[src/rfis_pkg.sv]
// Constants and types shared by the frame interval sequencer
`default_nettype none

package rfis_pkg;

	////////////////////////////////////////////////////////////////////////
	// Timing
	localparam int CLK_PERIOD_NS = 20;
	localparam int MFO_PERIOD_NS = 8000;
	localparam int MFO_DIV       = 125;
	// One interval step; well above 4096 cycles, so the top overrides it
	localparam int TICK_CYCLES   = MFO_PERIOD_NS * MFO_DIV / CLK_PERIOD_NS;
	// Bit time of the line coder is fixed here; no parameter overrides it
	localparam int BIT_TIME_NS   = 50000;
	localparam int BIT_CYCLES    = BIT_TIME_NS / CLK_PERIOD_NS;
	localparam logic [11:0] BIT_LAST = 12'(BIT_CYCLES - 1);
	localparam logic [8:0]  EOM_BITS = 9'h002;
	localparam logic [6:0]  INIT_SCALE = 7'h28;

	////////////////////////////////////////////////////////////////////////
	// Random generator
	localparam logic [6:0] LFSR_RESET = 7'h40;
	localparam logic [6:0] LFSR_TAPS  = 7'h60;

	////////////////////////////////////////////////////////////////////////
	// Register offsets (byte addresses)
	localparam logic [7:0] OFS_CTRL = 8'h00;
	localparam logic [7:0] OFS_FLEN = 8'h04;
	localparam logic [7:0] OFS_REP  = 8'h08;
	localparam logic [7:0] OFS_BASE = 8'h0C;
	localparam logic [7:0] OFS_SEED = 8'h10;
	localparam logic [7:0] OFS_STEP = 8'h14;
	localparam logic [2:0] OFS_BUF_PAGE = 3'h1;

	// Control register fields
	localparam int CTRL_SEND   = 0;
	localparam int CTRL_IRQEN  = 1;
	localparam int CTRL_EOM    = 2;
	localparam int CTRL_ISCALE = 3;
	localparam int CTRL_KEEP   = 4;
	localparam int CTRL_DONE   = 5;

	// Reset values
	localparam logic [7:0] RST_FLEN = 8'h07;
	localparam logic [3:0] RST_REP  = 4'h0;
	localparam logic [7:0] RST_BASE = 8'h00;
	localparam logic [6:0] RST_SEED = 7'h00;
	localparam logic [5:0] RST_STEP = 6'h00;

	////////////////////////////////////////////////////////////////////////
	// Sequencer states
	typedef enum logic [2:0] {
		ST_IDLE   = 3'b000,
		ST_DELAY  = 3'b001,
		ST_FRAME  = 3'b010,
		ST_MARKER = 3'b011,
		ST_END    = 3'b100
	} rfis_state_e;

endpackage : rfis_pkg

`default_nettype wire

[src/rfis_lfsr.sv]
// Seven stage random interval generator
`timescale 1ns/10ps
`default_nettype none

module rfis_lfsr (
	// Clock and reset
	input  wire logic       clk_i,
	input  wire logic       sys_rst_i,
	// Control
	input  wire logic       load_i,
	input  wire logic [6:0] seed_i,
	input  wire logic       step_i,
	output logic      [6:0] value_o
);
	import rfis_pkg::*;

	typedef struct packed {
		logic [6:0] sr;
	} rfis_lfsr_s;

	rfis_lfsr_s r;
	rfis_lfsr_s next_r;

	always_comb begin
		next_r = r;
		if (load_i) begin
			next_r.sr = seed_i;
		// [RULE24] Galois feedback form
		end else if (step_i) begin
			next_r.sr = {1'b0, r.sr[6:1]} ^ (r.sr[0] ? LFSR_TAPS : 7'h00);
		end
	end

	// [RULE15] power-up preset value
	always_ff @(posedge clk_i or posedge sys_rst_i) begin
		if (sys_rst_i) begin
			r.sr <= LFSR_RESET;
		end else begin
			r <= next_r;
		end
	end

	assign value_o = r.sr;
endmodule : rfis_lfsr

`default_nettype wire

[src/rfis_sequencer.sv]
// Frame interval sequencer: buffer, timers, frame repeat and end marker
//
// What the document requires of this block and its software
// [RULE1] Sends frame length field plus one bits
// [RULE2] Interrupt on frame done when enabled
// [RULE3] End marker adds two carrier bit times
// [RULE4] No carrier after marker or without it
// [RULE5] One to sixteen frames with timed gaps
// [RULE6] Scale bit multiplies initial random by forty
// [RULE7] Expired delay starts transmission automatically
// [RULE8] Gap is base plus random plus step
// [RULE9] Zero random: base and step overlap
// [RULE10] Eight bit base, zero means none
// [RULE11] Software keeps base zero or five up
// [RULE12] Timers step on divided oscillator tick
// [RULE13] Random used only with nonzero seed
// [RULE14] Seven stage generator, never zero
// [RULE15] Generator presets to 40 hex
// [RULE16] Sample random, then step exactly once
// [RULE17] Software never loads zero seed
// [RULE18] Running random value is not readable
// [RULE19] Step time times frames sent, gaps only
// [RULE20] Repeat count plus one frames
// [RULE21] Keep-alive holds digital power in stop
// [RULE22] Software zeroes step when unused
// [RULE23] Finish clears send, stops output stage
// [RULE24] Feedback polynomial x7 plus x6 plus 1
`timescale 1ns/10ps
`default_nettype none

module rfis_sequencer #(
	parameter int TICK_CYCLES = rfis_pkg::TICK_CYCLES
) (
	// Clock and reset
	input  wire logic        clk_i,
	input  wire logic        sys_rst_i,
	// Register port
	input  wire logic [7:0]  addr_i,
	input  wire logic [31:0] wdata_i,
	input  wire logic        wr_i,
	input  wire logic        rd_i,
	output logic      [31:0] rdata_o,
	// Power state
	input  wire logic        lowest_stop_mode_i,
	output logic             power_hold_o,
	// Output stage
	output logic             pa_on_o,
	output logic             tx_bit_o,
	output logic             end_marker_o,
	output logic             irq_o
);
	import rfis_pkg::*;

	////////////////////////////////////////////////////////////////////////
	// State
	typedef struct packed {
		rfis_state_e      state;
		logic             irq_en;
		logic             eom_en;
		logic             iscale;
		logic             keep;
		logic             done;
		logic [7:0]       flen;
		logic [3:0]       rep;
		logic [7:0]       base;
		logic [6:0]       seed;
		logic [5:0]       step;
		logic [7:0][31:0] buffer;
		logic [12:0]      dly;
		logic             rnd_used;
		logic             lfsr_step;
		logic             tick_restart;
		logic [11:0]      bitclk;
		logic [8:0]       bitcnt;
		logic [3:0]       frame;
		logic             pa_on;
		logic             tx_bit;
		logic             marker;
		logic             irq;
		logic             hold;
		logic [31:0]      rdata;
	} rfis_seq_s;

	rfis_seq_s r;
	rfis_seq_s next_r;
	logic      tick;
	logic [6:0] rnd_now;
	logic      seed_load;

	////////////////////////////////////////////////////////////////////////
	// Helpers

	// Little-endian buffer: bit 0 of byte 0 first
	function automatic logic buf_bit(input logic [7:0][31:0] b,
			input logic [7:0] idx);
		buf_bit = b[idx[7:5]][idx[4:0]];
	endfunction : buf_bit

	// [RULE9] [RULE10] overlap, zero base
	// Total wait in ticks; a zero random part lets base and step overlap
	function automatic logic [12:0] gap_ticks(input logic [7:0] bse,
			input logic [12:0] rnd, input logic [9:0] fnt);
		logic [12:0] b13;
		logic [12:0] f13;
		b13 = {5'h00, bse};
		f13 = {3'h0, fnt};
		if (rnd == 13'h0000) begin
			gap_ticks = (b13 > f13) ? b13 : f13;
		end else begin
			gap_ticks = b13 + rnd + f13;
		end
	endfunction : gap_ticks

	////////////////////////////////////////////////////////////////////////
	// Submodules
	rfis_tick #(
		.TICK_CYCLES (TICK_CYCLES)
	) u_tick (
		.clk_i       (clk_i),
		.sys_rst_i   (sys_rst_i),
		.restart_i   (r.tick_restart),
		.tick_o      (tick)
	);

	// Writing the seed register also reloads the running generator
	assign seed_load = wr_i && (addr_i == OFS_SEED);

	rfis_lfsr u_lfsr (
		.clk_i     (clk_i),
		.sys_rst_i (sys_rst_i),
		.load_i    (seed_load),
		.seed_i    (wdata_i[6:0]),
		.step_i    (r.lfsr_step),
		.value_o   (rnd_now)
	);

	////////////////////////////////////////////////////////////////////////
	// Next state
	always_comb begin
		logic [12:0] rnd_part;
		logic [9:0]  fn_part;
		logic        use_rnd;
		rnd_part = 13'h0000;
		fn_part = 10'h000;
		use_rnd = 1'b0;
		next_r = r;
		next_r.lfsr_step = 1'b0;
		next_r.tick_restart = 1'b0;
		next_r.irq = 1'b0;

		// [RULE21] digital power hold
		next_r.hold = r.keep || !lowest_stop_mode_i;

		// [RULE13] random only with seed
		use_rnd = (r.seed != 7'h00);

		// Register writes; changing fields mid-transmission is unsupported
		if (wr_i) begin
			case (addr_i)
				OFS_CTRL: begin
					next_r.irq_en = wdata_i[CTRL_IRQEN];
					next_r.eom_en = wdata_i[CTRL_EOM];
					next_r.iscale = wdata_i[CTRL_ISCALE];
					next_r.keep = wdata_i[CTRL_KEEP];
					if (wdata_i[CTRL_DONE]) begin
						next_r.done = 1'b0;
					end
				end
				OFS_FLEN: next_r.flen = wdata_i[7:0];
				OFS_REP:  next_r.rep = wdata_i[3:0];
				OFS_BASE: next_r.base = wdata_i[7:0];
				OFS_SEED: next_r.seed = wdata_i[6:0];
				OFS_STEP: next_r.step = wdata_i[5:0];
				default: begin
					if (addr_i[7:5] == OFS_BUF_PAGE) begin
						next_r.buffer[addr_i[4:2]] = wdata_i;
					end
				end
			endcase
		end

		// Register reads; the running random value has no address
		next_r.rdata = 32'h0000_0000;
		if (rd_i) begin
			case (addr_i)
				// [RULE18] status without random value
				OFS_CTRL: next_r.rdata = {26'h000_0000, r.done, r.keep,
					r.iscale, r.eom_en, r.irq_en, (r.state != ST_IDLE)};
				OFS_FLEN: next_r.rdata = {24'h00_0000, r.flen};
				OFS_REP:  next_r.rdata = {28'h000_0000, r.rep};
				OFS_BASE: next_r.rdata = {24'h00_0000, r.base};
				OFS_SEED: next_r.rdata = {25'h000_0000, r.seed};
				OFS_STEP: next_r.rdata = {26'h000_0000, r.step};
				default: begin
					if (addr_i[7:5] == OFS_BUF_PAGE) begin
						next_r.rdata = r.buffer[addr_i[4:2]];
					end
				end
			endcase
		end

		case (r.state)
			ST_IDLE: begin
				if (wr_i && addr_i == OFS_CTRL && wdata_i[CTRL_SEND]) begin
					// [RULE6] scaled initial random part
					if (use_rnd) begin
						rnd_part = wdata_i[CTRL_ISCALE] ?
							13'(rnd_now * INIT_SCALE) : {6'h00, rnd_now};
					end
					next_r.dly = gap_ticks(r.base, rnd_part, 10'h000);
					next_r.rnd_used = use_rnd;
					next_r.frame = 4'h0;
					next_r.tick_restart = 1'b1;
					next_r.state = ST_DELAY;
				end
			end
			ST_DELAY: begin
				// [RULE7] automatic start on expiry
				if (r.dly == 13'h0000) begin
					// [RULE16] step after use
					next_r.lfsr_step = r.rnd_used;
					next_r.bitclk = 12'h000;
					next_r.bitcnt = 9'h000;
					next_r.pa_on = 1'b1;
					next_r.tx_bit = buf_bit(r.buffer, 8'h00);
					next_r.state = ST_FRAME;
				// [RULE12] count on tick
				end else if (tick) begin
					next_r.dly = r.dly - 13'h0001;
				end
			end
			ST_FRAME: begin
				if (r.bitclk == BIT_LAST) begin
					next_r.bitclk = 12'h000;
					// [RULE1] frame length plus one
					if (r.bitcnt == {1'b0, r.flen}) begin
						next_r.bitcnt = 9'h000;
						// [RULE3] append carrier tail
						if (r.eom_en) begin
							next_r.tx_bit = 1'b1;
							next_r.marker = 1'b1;
							next_r.state = ST_MARKER;
						// [RULE4] no tail when disabled
						end else begin
							next_r.pa_on = 1'b0;
							next_r.tx_bit = 1'b0;
							next_r.state = ST_END;
						end
					end else begin
						next_r.bitcnt = r.bitcnt + 9'h001;
						next_r.tx_bit = buf_bit(r.buffer, 8'(r.bitcnt + 9'h001));
					end
				end else begin
					next_r.bitclk = r.bitclk + 12'h001;
				end
			end
			ST_MARKER: begin
				if (r.bitclk == BIT_LAST) begin
					next_r.bitclk = 12'h000;
					next_r.bitcnt = r.bitcnt + 9'h001;
					// [RULE4] carrier off after tail
					if (r.bitcnt == EOM_BITS - 9'h001) begin
						next_r.marker = 1'b0;
						next_r.pa_on = 1'b0;
						next_r.tx_bit = 1'b0;
						next_r.state = ST_END;
					end
				end else begin
					next_r.bitclk = r.bitclk + 12'h001;
				end
			end
			ST_END: begin
				// [RULE20] repeat count plus one
				if (r.frame == r.rep) begin
					// [RULE23] finish clears send
					next_r.state = ST_IDLE;
					next_r.done = 1'b1;
					// [RULE2] interrupt when enabled
					next_r.irq = r.irq_en;
				end else begin
					// [RULE19] step times frames sent
					fn_part = 10'(r.step * ({1'b0, r.frame} + 5'h01));
					if (use_rnd) begin
						rnd_part = {6'h00, rnd_now};
					end
					// [RULE8] interframe sum
					next_r.dly = gap_ticks(r.base, rnd_part, fn_part);
					next_r.rnd_used = use_rnd;
					next_r.frame = r.frame + 4'h1;
					next_r.tick_restart = 1'b1;
					// [RULE5] timed gap between frames
					next_r.state = ST_DELAY;
				end
			end
			default: begin
				next_r.state = ST_IDLE;
			end
		endcase
	end

	////////////////////////////////////////////////////////////////////////
	// Registers
	always_ff @(posedge clk_i or posedge sys_rst_i) begin
		if (sys_rst_i) begin
			r <= '0;
			r.flen <= RST_FLEN;
			r.rep <= RST_REP;
			r.base <= RST_BASE;
			r.seed <= RST_SEED;
			r.step <= RST_STEP;
			r.state <= ST_IDLE;
		end else begin
			r <= next_r;
		end
	end

	assign rdata_o = r.rdata;
	assign power_hold_o = r.hold;
	assign pa_on_o = r.pa_on;
	assign tx_bit_o = r.tx_bit;
	assign end_marker_o = r.marker;
	assign irq_o = r.irq;
endmodule : rfis_sequencer

`default_nettype wire

[src/rfis_tick.sv]
// Millisecond tick divider for the interval timers
`timescale 1ns/10ps
`default_nettype none

module rfis_tick #(
	parameter int TICK_CYCLES = rfis_pkg::TICK_CYCLES
) (
	// Clock and reset
	input  wire logic clk_i,
	input  wire logic sys_rst_i,
	// Control
	input  wire logic restart_i,
	output logic      tick_o
);
	import rfis_pkg::*;

	typedef struct packed {
		logic [15:0] cnt;
		logic        tick;
	} rfis_tick_s;

	localparam logic [15:0] TICK_LAST = 16'(TICK_CYCLES - 1);

	rfis_tick_s r;
	rfis_tick_s next_r;

	// Restart aligns the first step with the start of a delay
	always_comb begin
		next_r = r;
		next_r.tick = 1'b0;
		if (restart_i) begin
			next_r.cnt = 16'h0000;
		end else if (r.cnt == TICK_LAST) begin
			next_r.cnt = 16'h0000;
			next_r.tick = 1'b1;
		end else begin
			next_r.cnt = r.cnt + 16'h0001;
		end
	end

	always_ff @(posedge clk_i or posedge sys_rst_i) begin
		if (sys_rst_i) begin
			r <= '0;
		end else begin
			r <= next_r;
		end
	end

	assign tick_o = r.tick;
endmodule : rfis_tick

`default_nettype wire
[config.mk]
export PLATFORM = sky130hd
export DESIGN_NAME = rfis_sequencer
export DESIGN_NICKNAME = d
export VERILOG_FILES = /design/src/rfis_pkg.sv /design/src/rfis_lfsr.sv /design/src/rfis_sequencer.sv /design/src/rfis_tick.sv
export SDC_FILE = /design/constraint.sdc
export NUM_CORES = 1
export LEC_CHECK = 0
export ABC_AREA = 0
export ABC_CLOCK_PERIOD_IN_PS = 12400
export BUFFER_PORTS_ARGS = -buffer_cell sky130_fd_sc_hd__buf_4
export CORE_MARGIN = 2
export CORE_UTILIZATION = 55
export DETAILED_ROUTE_END_ITERATION = 8
export PLACE_DENSITY = 0.77
export SLEW_MARGIN = 20
export SYNTH_ARGS = -nofsm -noshare
export SYNTH_HDL_FRONTEND = slang
export SYNTH_SLANG_ARGS = --single-unit
[constraint.sdc]
create_clock -name clk_i -period 12.4 [get_ports clk_i]
set_clock_uncertainty 0.1 [all_clocks]
set_input_delay 1.24 -clock clk_i [delete_from_list [all_inputs] [get_ports clk_i]]
set_output_delay 1.24 -clock clk_i [all_outputs]
set_load 0.03 [all_outputs]
# Word-level counts from Yosys, hierarchy flattened
# Index checks and enable logic that the tools add are counted.
# op_classes
n_eq_ne	26
n_addsub	9
n_bitwise	2
mux	85
reduce_logical	34
n_lt_le_gt_ge	6
mul	2
# op_table
cell	n
256-bit 2-to-1 mux	2
290-bit 2-to-1 mux	1
256-bit bitwise mux	1
32-bit binary-select mux with 3-bit select	2
32-bit one-hot mux with 6 select lines	1
32-bit 2-to-1 mux	5
13-bit 2-to-1 mux	10
32-bit demux with 3-bit select	1
21-bit one-hot mux with 3 select lines	1
13-bit zero test	3
13-bit one-hot mux with 3 select lines	1
7-bit 2-to-1 mux	5
16-bit 2-to-1 mux	2
3-bit 2-to-1 mux	10
14-bit 2-to-1 mux	2
9-bit 2-to-1 mux	3
8-bit by 13-bit adder with 13-bit output	2
8-bit 2-to-1 mux	3
21-bit 2-to-1 mux	1
1-bit 2-to-1 mux	20
2-bit inequality test (second input constant)	10
16-bit by 1-bit adder with 16-bit output (second input constant)	1
16-bit == test (second input constant)	1
8-bit by 4-bit == test with 1-bit output (second input constant)	2
other kinds (50)	74
# word_totals
output_inout_bits	37
elab_cells	199
inputBits	45
reg_bits	399

# Longest topological paths before layout
# Gate-level depths: netlist of run 1.
# depth
ltp_word	10
mapped_depth	24
mapped_depth_nobuf	23

# Modules after synthesis
# Synthesis of run 1 repeated with hierarchy kept, for this count alone.
# unflattened
cells_unflattened	2169
area_unflattened_um2	23759.0
# by_module_without_submodules
module	area_per_inst_um2	cells_each	instances
rfis_sequencer	22575.4	2051	1
rfis_tick	834.6	85	1
rfis_lfsr	349.1	33	1

# Least setup slack after synthesis of run 1
# OpenSTA, ideal clock, no wires.
# synth_timing
path_kind	reg2reg
start	register r[37] in the netlist's numbering
end	register r[73] in the netlist's numbering
setup_ps	121
setup_slack_ps	6620
period_less_slack_ps	5780
arrival_ps	5559
stages_incl_launch_ff	24
cell_sequence	dfrtp_1 > clkbuf_1 > nand3_1 > xor2_1 > nand2b_1 > fa_1 > fa_1 > fa_1 > inv_1 > ha_1 > a21o_1 > a21oi_1 > xnor2_1 > inv_1 > fa_1 > inv_1 > ha_1 > inv_1 > o21bai_1 > a21oi_1 > xor2_1 > o21ai_0 > a221o_1 > a22o_1
# synth_between
elab_chain_cells	7
elab_cells_between_ends	11
classes_between	add/sub: 2; mul: 1; order compare: 1; eq/ne: 2; mux: 4; reduce/logical: 1
# synth_rtl
item	line	text
from (decl)	rfis_sequencer.sv:84	rfis_seq_s r;
from (signal assigned)	rfis_sequencer.sv:313	r <= next_r;
4-bit by 1-bit adder with 5-bit output	rfis_sequencer.sv:282	fn_part = 10'(r.step * ({1'b0, r.frame} + 5'h01));
6-bit by 5-bit multiplier with 10-bit output	rfis_sequencer.sv:282	
8-bit by 10-bit greater-than comparator with 1-bit output	rfis_sequencer.sv:108	gap_ticks = (b13 > f13) ? b13 : f13;
10-bit 2-to-1 mux	rfis_sequencer.sv:108	
13-bit 2-to-1 mux	rfis_sequencer.sv:107	if (rnd == 13'h0000) begin
14-bit 2-to-1 mux	rfis_sequencer.sv:274	if (r.frame == r.rep) begin
13-bit one-hot mux with 3 select lines	rfis_sequencer.sv:202	case (r.state)
# Parallel ways exist; a longest one is shown, timed or not. The select of a mux whose other input is x is not followed.
# A chain may end at the register's enable or synchronous reset.

# Final worst setup path of run 1
# layout_timing
start	register r[37] in the netlist's numbering
end	register r[71] in the netlist's numbering
# Same word-level chain as after synthesis.

==> results of run 1 <==
-- layer usage --
metal,track usage (%),vias to the layer above,part of all wire (%)
met5,0,-,0
met4,10.1,0,3.2
met3,4.18,130,6.1
met2,44.0,583,49
met1,36.8,8226,42
li1,-,6807,-
-- power breakdown --
part	internal (mW)	switching, mW	total [mW]
registers	1.48	0.176	1.65
clock network	0.794	0.545	1.34
logic	0.478	0.510	0.988
total	2.75	1.23	3.98
-- cells by family after synthesis --
group	synth area share [%]
compound gates	5.69
xor+xnor	2.93
fa+ha+maj	5.34
buf+inv	4.05
flops	43.3
mux	30.4
simple gates	8.34
-- final cells by class --
class	instances	area, um2	area share (%)
sequential	399	9990	39.2
clock buffer	64	1310	5.12
timing repair buffer	107	856	3.36
tap	539	674	2.64
clock inverter	16	180	0.707
inverter	67	255	1.00
multi-input combinational	1252	12200	48.0
-- worst max-delay path by stage --
stage,end,slack (ns),depth (start not counted)
after floorplan,asynchronous set/reset pin,5.69,1
after global placement,r[73],6.39,22
after detailed placement,r[71],6.19,22
after CTS,r[71],6.17,22
after global routing,r[71],5.68,22
final,r[71],6.16,22
-- per-stage QoR --
stage | total power, mW | instances | util [%] | instance area, um2 | hold WS (ns)
6_report | 3.98 | 2444 | 61.2 | 25500 | 0.350
5_1_grt | 4.17 | 2444 | 61.2 | 25500 | 0.370
3_3_place_gp | 2.59 | 2362 | 57.5 | 24000 | 0.331
3_5_place_dp | 2.65 | 2362 | 57.5 | 24000 | 0.345
4_1_cts | 3.99 | 2442 | 61.1 | 25500 | 0.354
2_1_floorplan | 2.38 | 1858 | - | 23100 | 0.314
-- worst max-delay path, delay by kind of cell (launching register included) --
| family | cells | cell delay (ns) |
|---|---|---|
| adder cells (fa/ha/maj) | 6 | 2.50 |
| AND/OR/NAND/NOR | 5 | 0.50 |
| XOR/XNOR | 2 | 0.64 |
| flip-flops | 1 | 0.54 |
| buffers and inverters | 3 | 0.39 |
| AO/OA/AOI/OAI | 5 | 1.19 |
| multiplexers | 1 | 0.27 |
-- layout by cell type, fill, tap and decap left out, drive strengths merged, types with 64 or more instances in the layout --
cell and instances:
inv 67, mux2 289, ha 65, o21ai 66, buf 107, mux4 145, nor2 112, dfrtp 395
clkbuf 64, nand2 108
==> reports/qor.txt, run 1 <==
Crit-path max FO - 13
Least-Margin Pin Slew - 1.17 ns
Die width - 209 um
CTS Sinks - 399
RSZ-0062 raised after global routing - false
Synthesized cell area - 0.0231 mm2
DRC viols - 0
Hold Path Class - flip-flop to flip-flop
Worst hold path endpoint - u_tick.r[3]
Synth Warn # - 0
Die H - 209 um
Final ANT Viol Nets - 0
Required @ worst endpoint - 12.74 ns
Post-synthesis cell count - 1,858
Post-Route WL - 57,400 um
Post-synth ARST share - 100%
Setup TNS - 0 ns
Syn_nets - 1,989
DP HPWL - 36,600 um
Ranking of synthesized cells by area - dfrtp_1, mux2_2, mux4_2
Initial antenna violation count - 0
Nets - 2,001
Critical R2R Launch - r[37]
Core area - 0.0417 mm2
Setup CP Type - flip-flop to flip-flop
Synth Flop Type - dfrtp_1
Post-synth top area cell - dfrtp_1
Power per cell area - 156 mW/mm2
CTS tree - yes
Worst slew margin - 21.9%
Longest Clk Path Bufs - 3
Final worst path period share - 50.3%
Initial cell density of the core - 55.4%
Grt ovf - 0
Slowest stage cell on the critical path - dfrtp_1
Final min period - 6.24 ns
Resized cells post-CTS - 0
Status - completed
CP endpoint kind - flip-flop
Synth cell types - 69
Ratio of cells with drive above 1 in the final layout - 33.5%
Leak pwr - 11.7 nW
Avg Inst Size Synth - 12.4 um2
Ports - 82
Largest net degree at the start of global routing - 193
Routed len/inst - 23.5 um
Peak supply drop - 154 uV
Synth cell count leaders - dfrtp_1, mux2_2, mux4_2
Layout area overhead - 10.4%
CP Cell Sequence - ha_1 -> xor2_1 -> nand2_1 -> fa_1 -> fa_1 -> fa_1 -> inv_1 -> ha_1 -> a21oi_1 -> nor2b_1 -> o21a_1 -> nor2_1 -> xor2_1 -> inv_1 -> ha_1 -> nor2_1 -> a221oi_1 -> a2111oi_2 -> buf_4 -> mux2i_1 -> nor3_1 -> o32a_1
DIE AREA - 0.0436 mm2
CTS H-tree lvls - 2
Slew Limit Fails - 0
Clk_lat worst skew - 0.57 ns
Arr. time, crit path - 6.59 ns
Filler cells - 3,207
Via count - 15,700
Total of max-cap violations - 0
Vias per cell - 6.44
Max stage delay on crit path - 0.54 ns
Most common cell in the netlist - dfrtp_1
Clock root buffer - clkbuf_16
FF-to-FF End - r[71]
TritonCTS Buffers - 43
Fin worst setup slack - 6.16 ns
Drt pass-1 iters - 5
R2r setup slk - 6.16 ns
Vias in the first global route - 16,400
Post-synth top area share - 42.8%
Pre-CTS WS - 6.19 ns
DR iter-0 viols - 1,326
Worst setup path startpoint - r[37]
Routability Congestion - 0.879
Antenna cells - 0
Start point of the worst hold path - r[62]
Hold Buf Count CTS - 0
Row cnt - 75
Startpoint Class - flip-flop
Worst hold path cell count - 1
First-pass GRT wire length - 92,500 um
#FFs+latches synth - 399
Max Fclk - 160 MHz
All-layer global routing usage - 26.9%
Final Hold Viols - 0
Setup violators final - 0
Worst R2R Path Depth - 22
Seq/Total Area, Yosys - 43.3%
CTS clk-pin slew, worst paths - 0.06 ns
I/O Buffers - 81
EDFF count, synth - 0
Buffers inserted by post-CTS timing repair - 0
Power figures use the tool's default switching activity.
==> run 2, diff against run 1 <==
Settings changed: ABC_AREA 0 to 1, ABC_CLOCK_PERIOD_IN_PS 12400 to 5560.
Clock period 12.4 ns to 5.56 ns, I/O delays scaled along.
==> reports/qor.txt, run 2 <==
Cell Area, Placed - 0.0243 mm2 (was 0.0240 mm2)
CP endpoint kind - flip-flop (unchanged)
Setup violators final - 0 (unchanged)
Routability Congestion - 0.909 (was 0.879)
Worst slew margin - 24.5% (was 21.9%)
Nets - 3,185 (was 2,001)
Post-Route WL - 73,800 um (was 57,400 um)
Peak supply drop - 262 uV (was 154 uV)
Final hold slack - 0.0189 ns (was 0.350 ns)
Most common cell after layout, fill and taps aside - nand2_1 (was dfrtp_1)
CTS clk-pin slew, worst paths - 0.06 ns (about the same)
Drt pass-1 iters - 6 (was 5)
Final worst path period share - 96.9% (was 50.3%)
EDFF count, synth - 0 (unchanged)
CTS tree - yes (unchanged)
Seq/Total Area, Yosys - 42.8% (was 43.3%)
Max stage delay on crit path - 0.57 ns (was 0.54 ns)
Least-Margin Pin Slew - 1.13 ns (was 1.17 ns)
Fin worst setup slack - 0.172 ns (was 6.16 ns)
Layout area overhead - 11.5% (was 10.4%)
Arr. time, crit path - 5.79 ns (was 6.59 ns)
Synth Warn # - 0 (unchanged)
Routed len/inst - 20.3 um (was 23.5 um)
Via count - 22,200 (was 15,700)
Largest net degree at the start of global routing - 143 (was 193)
DR iter-0 viols - 2,575 (was 1,326)
Post-synth top area cell - dfrtp_1 (unchanged)
Antenna cells - 0 (unchanged)
I/O Buffers - 81 (unchanged)
All-layer global routing usage - 33.6% (was 26.9%)
Slowest stage cell on the critical path - fa_1 (was dfrtp_1)
Filler cells - 3,580 (was 3,207)
Final std cells w/o fill - 3,628 (was 2,444)
Fin area - 0.0260 mm2 (was 0.0255 mm2)
Total of max-cap violations - 0 (unchanged)
Synthesized cell area - 0.0234 mm2 (was 0.0231 mm2)
Initial antenna violation count - 0 (unchanged)
Clock root buffer - clkbuf_16 (unchanged)
Initial cell density of the core - 55.7% (was 55.4%)
DP HPWL - 45,700 um (was 36,600 um)
CTS H-tree lvls - 2 (unchanged)
Final min period - 5.39 ns (was 6.24 ns)
Final ANT Viol Nets - 0 (unchanged)
Synth cell count leaders - nand2_1, dfrtp_1, nand3_1 (was dfrtp_1, mux2_2, mux4_2)
Power per cell area - 300 mW/mm2 (was 156 mW/mm2)
Longest Clk Path Bufs - 3 (unchanged)
Status - completed (unchanged)
Most common cell in the netlist - nand2_1 (was dfrtp_1)
Required @ worst endpoint - 5.97 ns (was 12.74 ns)
Vias in the first global route - 21,800 (was 16,400)
Clk_lat worst skew - 0.60 ns (was 0.57 ns)
Vias per cell - 6.11 (was 6.44)
Row cnt - 75 (unchanged)
Die width - 210 um (was 209 um)
Syn_nets - 3,179 (was 1,989)
Max Fclk - 186 MHz (was 160 MHz)
Ratio of cells with drive above 1 in the final layout - 10.6% (was 33.5%)
TritonCTS Buffers - 44 (was 43)
Avg Inst Size Synth - 7.66 um2 (was 12.4 um2)
DRC viols - 0 (unchanged)
Startpoint Class - flip-flop (unchanged)
Leak pwr - 12.2 nW (was 11.7 nW)
First-pass GRT wire length - 117,000 um (was 92,500 um)
Synth Flop Type - dfrtp_1 (unchanged)
Hold Path Class - primary input to flip-flop (was flip-flop to flip-flop)
Total power - 7.80 mW (was 3.98 mW)
Dpl cells - 3,533 (was 2,362)
Most frequent cells in the layout - nand2_1, dfrtp_1, nand3_1, inv_1, nor2_1 (was dfrtp_1, mux2_2, mux4_2, nor2_1, nand2_1)
Setup CP Type - flip-flop to flip-flop (unchanged)
Pre-CTS WS - -0.108 ns (was 6.19 ns)
Grt ovf - 0 (unchanged)
DIE AREA - 0.0441 mm2 (was 0.0436 mm2)
Final Hold Viols - 0 (unchanged)
Post-synth ARST share - 100% (unchanged)
Post-synthesis cell count - 3,048 (was 1,858)
Ports - 82 (unchanged)
Die H - 210 um (was 209 um)
CTS Sinks - 399 (unchanged)
Synth cell types - 57 (was 69)
Core area - 0.0419 mm2 (was 0.0417 mm2)
Ranking of synthesized cells by area - dfrtp_1, nand2_1, nand3_1 (was dfrtp_1, mux2_2, mux4_2)
Crit-path max FO - 5 (was 13)
#FFs+latches synth - 399 (unchanged)
Slew Limit Fails - 0 (unchanged)
Post-synth top area share - 42.3% (was 42.8%)
run 2: cell types whose count changed after synthesis, moves of 25 or more:
cell / before / now
nand3_1: 36 / 370
nor2_1: 112 / 278
mux2i_1: 49 / 0
buf_2: 7 / 38
mux2_2: 289 / 7
nand2_1: 108 / 646
a21oi_1: 46 / 238
o21ai_0: 65 / 200
inv_1: 67 / 308
o22ai_1: 4 / 29
xnor2_1: 43 / 12
o2111ai_1: 3 / 33
mux4_2: 144 / 0
run 2: final timing paths:
kind	slack, ns	from	to	cells after the start
worst max-delay path	0.17	r[38]	r[71]	28
worst min-delay path	0.02	lowest_stop_mode_i	power_hold_o	2
worst max register to register	0.17	r[38]	r[71]	28
worst min register to register	0.36	u_tick.r[1]	u_tick.r[1]	1
max in group asynchronous	3.63	sys_rst_i	asynchronous set/reset pin	4
min in group asynchronous	0.46	sys_rst_i	asynchronous set/reset pin	3
run 2: cell type report:
class / count / area, um2 / area share [%]
Timing Repair Buffer: 151 / 1230 / 4.71
Inverter: 324 / 1220 / 4.69
Sequential cell: 399 / 9990 / 38.4
Multi-Input combinational cell: 2134 / 11500 / 44.1
Tap cell: 539 / 674 / 2.59
Clock buffer: 68 / 1300 / 5.00
Clock inverter: 13 / 129 / 0.495
run 2: power by group:
part / internal, mW / total [mW] / switching (mW)
Clock: 1.67 / 2.91 / 1.24
Sequential: 3.28 / 3.56 / 0.282
Combinational: 0.520 / 1.34 / 0.815
run 2: repair_timing:
item,in CTS,in global routing
hold buffers,1,0
setup buffers,4,8
setup endpoints to repair,9,11
resized for setup,9,35
cloned,1,0
pin swaps,6,27
hold endpoints to repair,14,0
run 2: cells by family after synthesis:
family          after synthesis  share of synthesized area (%)
fa+ha+maj                    86                           5.28
buf+inv                     516                           9.38
mux                           7                          0.337
xor+xnor                     35                           1.38
compound gates              614                           15.2
flops                       399                           42.8
simple gates               1391                           25.6
run 2: routing by layer:
metal | global-route usage, % | vias up | routed length, um
li1 | - | 10100 | -
met1 | 44.8 | 10500 | 29000
met2 | 52.8 | 1294 | 33500
met3 | 6.36 | 255 | 8040
met4 | 16.6 | 0 | 3230
met5 | 0 | - | 0
run 2: through the flow:
| step | util (%) | setup TNS [ns] |
|---|---|---|
| floorplan | - | -183.48 |
| global placement | 57.9 | 0 |
| detailed placement | 57.9 | -0.763 |
| CTS | 61.5 | 0 |
| global route | 62.1 | -0.384 |
| finish | 62.1 | 0 |
run 2: critical path: cells and delay by family (launching register included):
kind                       cells  cell delay (ns)
adders and majority gates      6             2.24
and+or+nand+nor                9             0.98
AOI/OAI and AO/OA              6             0.71
buffers and inverters          5             0.49
DFF                            1             0.43
xor gates and xnor gates       2             0.38
==> run 3, diff against run 2 <==
Settings changed: ABC_CLOCK_PERIOD_IN_PS 5560 to 5000, PLACE_DENSITY 0.77 to 0.74.
Clock period 5.56 ns to 5 ns, I/O delays scaled along.
==> reports/qor.txt, run 3 (synthesis gave the netlist of run 2 again) <==
Total power - 8.75 mW (was 7.80 mW)
Core Util, Final - 63.1% (was 62.1%)
First-pass GRT wire length - 118,000 um (was 117,000 um)
Least-Margin Pin Slew - 1.10 ns (was 1.13 ns)
Startpoint Class - flip-flop (unchanged)
Start point of the worst hold path - wdata_i[8] (was lowest_stop_mode_i)
All-layer global routing usage - 33.9% (was 33.6%)
Setup CP Type - flip-flop to flip-flop (unchanged)
Leak pwr - 12.4 nW (was 12.2 nW)
Antenna cells - 0 (unchanged)
Peak supply drop - 265 uV (was 262 uV)
Slew Limit Fails - 0 (unchanged)
Final min period - 5.21 ns (was 5.39 ns)
Vias in the first global route - 21,700 (was 21,800)
Core area - 0.0419 mm2 (unchanged)
Internal power - 6.12 mW (was 5.47 mW)
CTS Sinks - 399 (unchanged)
Most common cell after layout, fill and taps aside - nand2_1 (unchanged)
Hold Path Class - primary input to flip-flop (unchanged)
Violated checks - negative setup slack
I/O Buffers - 81 (unchanged)
DRC viols - 0 (unchanged)
Initial cell density of the core - 55.7% (unchanged)
Clk_lat worst skew - 0.60 ns (about the same)
Fin worst setup slack - -0.213 ns (was 0.172 ns)
Die H - 210 um (unchanged)
CTS H-tree lvls - 2 (unchanged)
Die width - 210 um (unchanged)
Ports - 82 (unchanged)
TritonCTS Buffers - 45 (was 44)
Power per cell area - 331 mW/mm2 (was 300 mW/mm2)
Clock root buffer - clkbuf_16 (unchanged)
Clock power share - 37.3% (was 37.2%)
CTS tree - yes (unchanged)
Final Hold Viols - 0 (unchanged)
Cell Area, Placed - 0.0246 mm2 (was 0.0243 mm2)
Row cnt - 75 (unchanged)
Max Fclk - 192 MHz (was 186 MHz)
Switching share of power - 30.0% (was 29.9%)
Required @ worst endpoint - 5.36 ns (was 5.97 ns)
Routed len/inst - 20.5 um (was 20.3 um)
Worst setup path startpoint - r[38] (unchanged)
Routability Congestion - 0.920 (was 0.909)
Crit-path max FO - 5 (unchanged)
Arr. time, crit path - 5.57 ns (was 5.79 ns)
Ratio of cells with drive above 1 in the final layout - 12.1% (was 10.6%)
Post-Route WL - 74,900 um (was 73,800 um)
Via count - 22,400 (was 22,200)
Most frequent cells in the layout - nand2_1, dfrtp_1, nand3_1, inv_1, nor2_1 (unchanged)
Nets - 3,213 (was 3,185)
Setup violators final - 11 (was 0)
Total of max-cap violations - 0 (unchanged)
DR iter-0 viols - 2,362 (was 2,575)
Longest Clk Path Bufs - 3 (unchanged)
Sequential Power Share - 45.3% (was 45.6%)
Status - finished, violations left (was completed)
Pre-CTS WS - -0.348 ns (was -0.108 ns)
Fin area - 0.0265 mm2 (was 0.0260 mm2)
NetSw - 2.63 mW (was 2.34 mW)
CP endpoint kind - flip-flop (unchanged)
Vias per cell - 6.12 (was 6.11)
RSZ-0062 raised after global routing - true
Largest net degree at the start of global routing - 161 (was 143)
Grt ovf - 0 (unchanged)
Layout area overhead - 13.2% (was 11.5%)
Final ANT Viol Nets - 0 (unchanged)
Initial antenna violation count - 0 (unchanged)
Final worst path period share - 104% (was 96.9%)
Worst slew margin - 26.7% (was 24.5%)
Combinational share of power - 17.5% (was 17.1%)
DIE AREA - 0.0441 mm2 (unchanged)
Drt pass-1 iters - 6 (unchanged)
CTS clk-pin slew, worst paths - 0.06 ns (about the same)
Setup TNS - -1.62 ns (was 0 ns)
DP HPWL - 45,900 um (was 45,700 um)
Critical R2R Launch - r[38] (unchanged)
## run 3: metrics by stage
step	hold slack, ns	std cells
after floorplan	0.333	3048
after global placement	0.345	3549
after detailed placement	0.349	3549
after CTS	0.0161	3651
after global routing	0.0346	3658
final	0.0322	3658
## run 3: final timing paths
| path | endpoint | slack (ns) | cells past startpoint |
|---|---|---|---|
| min in group asynchronous | rdata_o[7] | 0.29 | 3 |
| max | r[73] | -0.21 | 27 |
| min reg2reg | u_tick.r[1] | 0.36 | 1 |
| max in group asynchronous | r[76] | 3.27 | 4 |
| min | flip-flop | 0.03 | 3 |
| max reg2reg | r[73] | -0.21 | 27 |
## run 3: area by class of cell
cell class,count,area [um2]
clock buffers,70,1340
clock inverters,14,111
fillers,3579,15500
inverters,324,1220
multi-input cells,2133,11600
flip-flops and latches,399,9990
well taps,539,674
repair buffers,179,1530
## run 3: timing repair
| item | CTS | global route |
|---|---|---|
| setup buffers | 16 | 7 |
| pin swaps | 22 | 32 |
| setup endpoints to repair | 11 | 11 |
| gates resized for setup | 19 | 34 |
| hold buffers | 2 | 0 |
| endpoints found under the hold margin | 4 | 0 |
## run 3: critical path: stages (launching register included)
cell and delay, ns:
dfrtp_2 0.44, ha_4 0.19, xor2_4 0.17, inv_2 0.09, nor2_2 0.10, fa_1 0.44
fa_1 0.49, inv_1 0.05, fa_1 0.48, inv_2 0.04, ha_4 0.28, inv_4 0.05
o21bai_4 0.13, a31oi_4 0.05, xor2_1 0.17, buf_4 0.15, fa_1 0.50, inv_2 0.05
ha_4 0.22, inv_2 0.05, nor2_1 0.04, o21ai_1 0.16, nand2_1 0.10, or2_4 0.23
nand2_1 0.07, nand2_1 0.05, o211ai_1 0.08, a31oi_1 0.10
## run 3: power groups by stage
| stage | Sequential [mW] | Clock, mW | Combinational, mW |
|---|---|---|---|
| finish | 3.96 | 3.26 | 1.53 |
| global route | 4.00 | 3.42 | 1.72 |
| CTS | 3.95 | 3.29 | 1.47 |
| global placement | 3.98 | 0 | 1.37 |
| floorplan | 3.93 | 0 | 1.06 |
| detailed placement | 4.00 | 0 | 1.42 |
## run 3: per-layer routing
layer / global-route usage (%) / vias to the layer above / part of all wire [%]
li1: - / 10200 / -
met4: 16.6 / 0 / 4.5
met5: 0 / - / 0
met1: 44.6 / 10600 / 39
met2: 53.8 / 1281 / 46
met3: 7.02 / 263 / 11
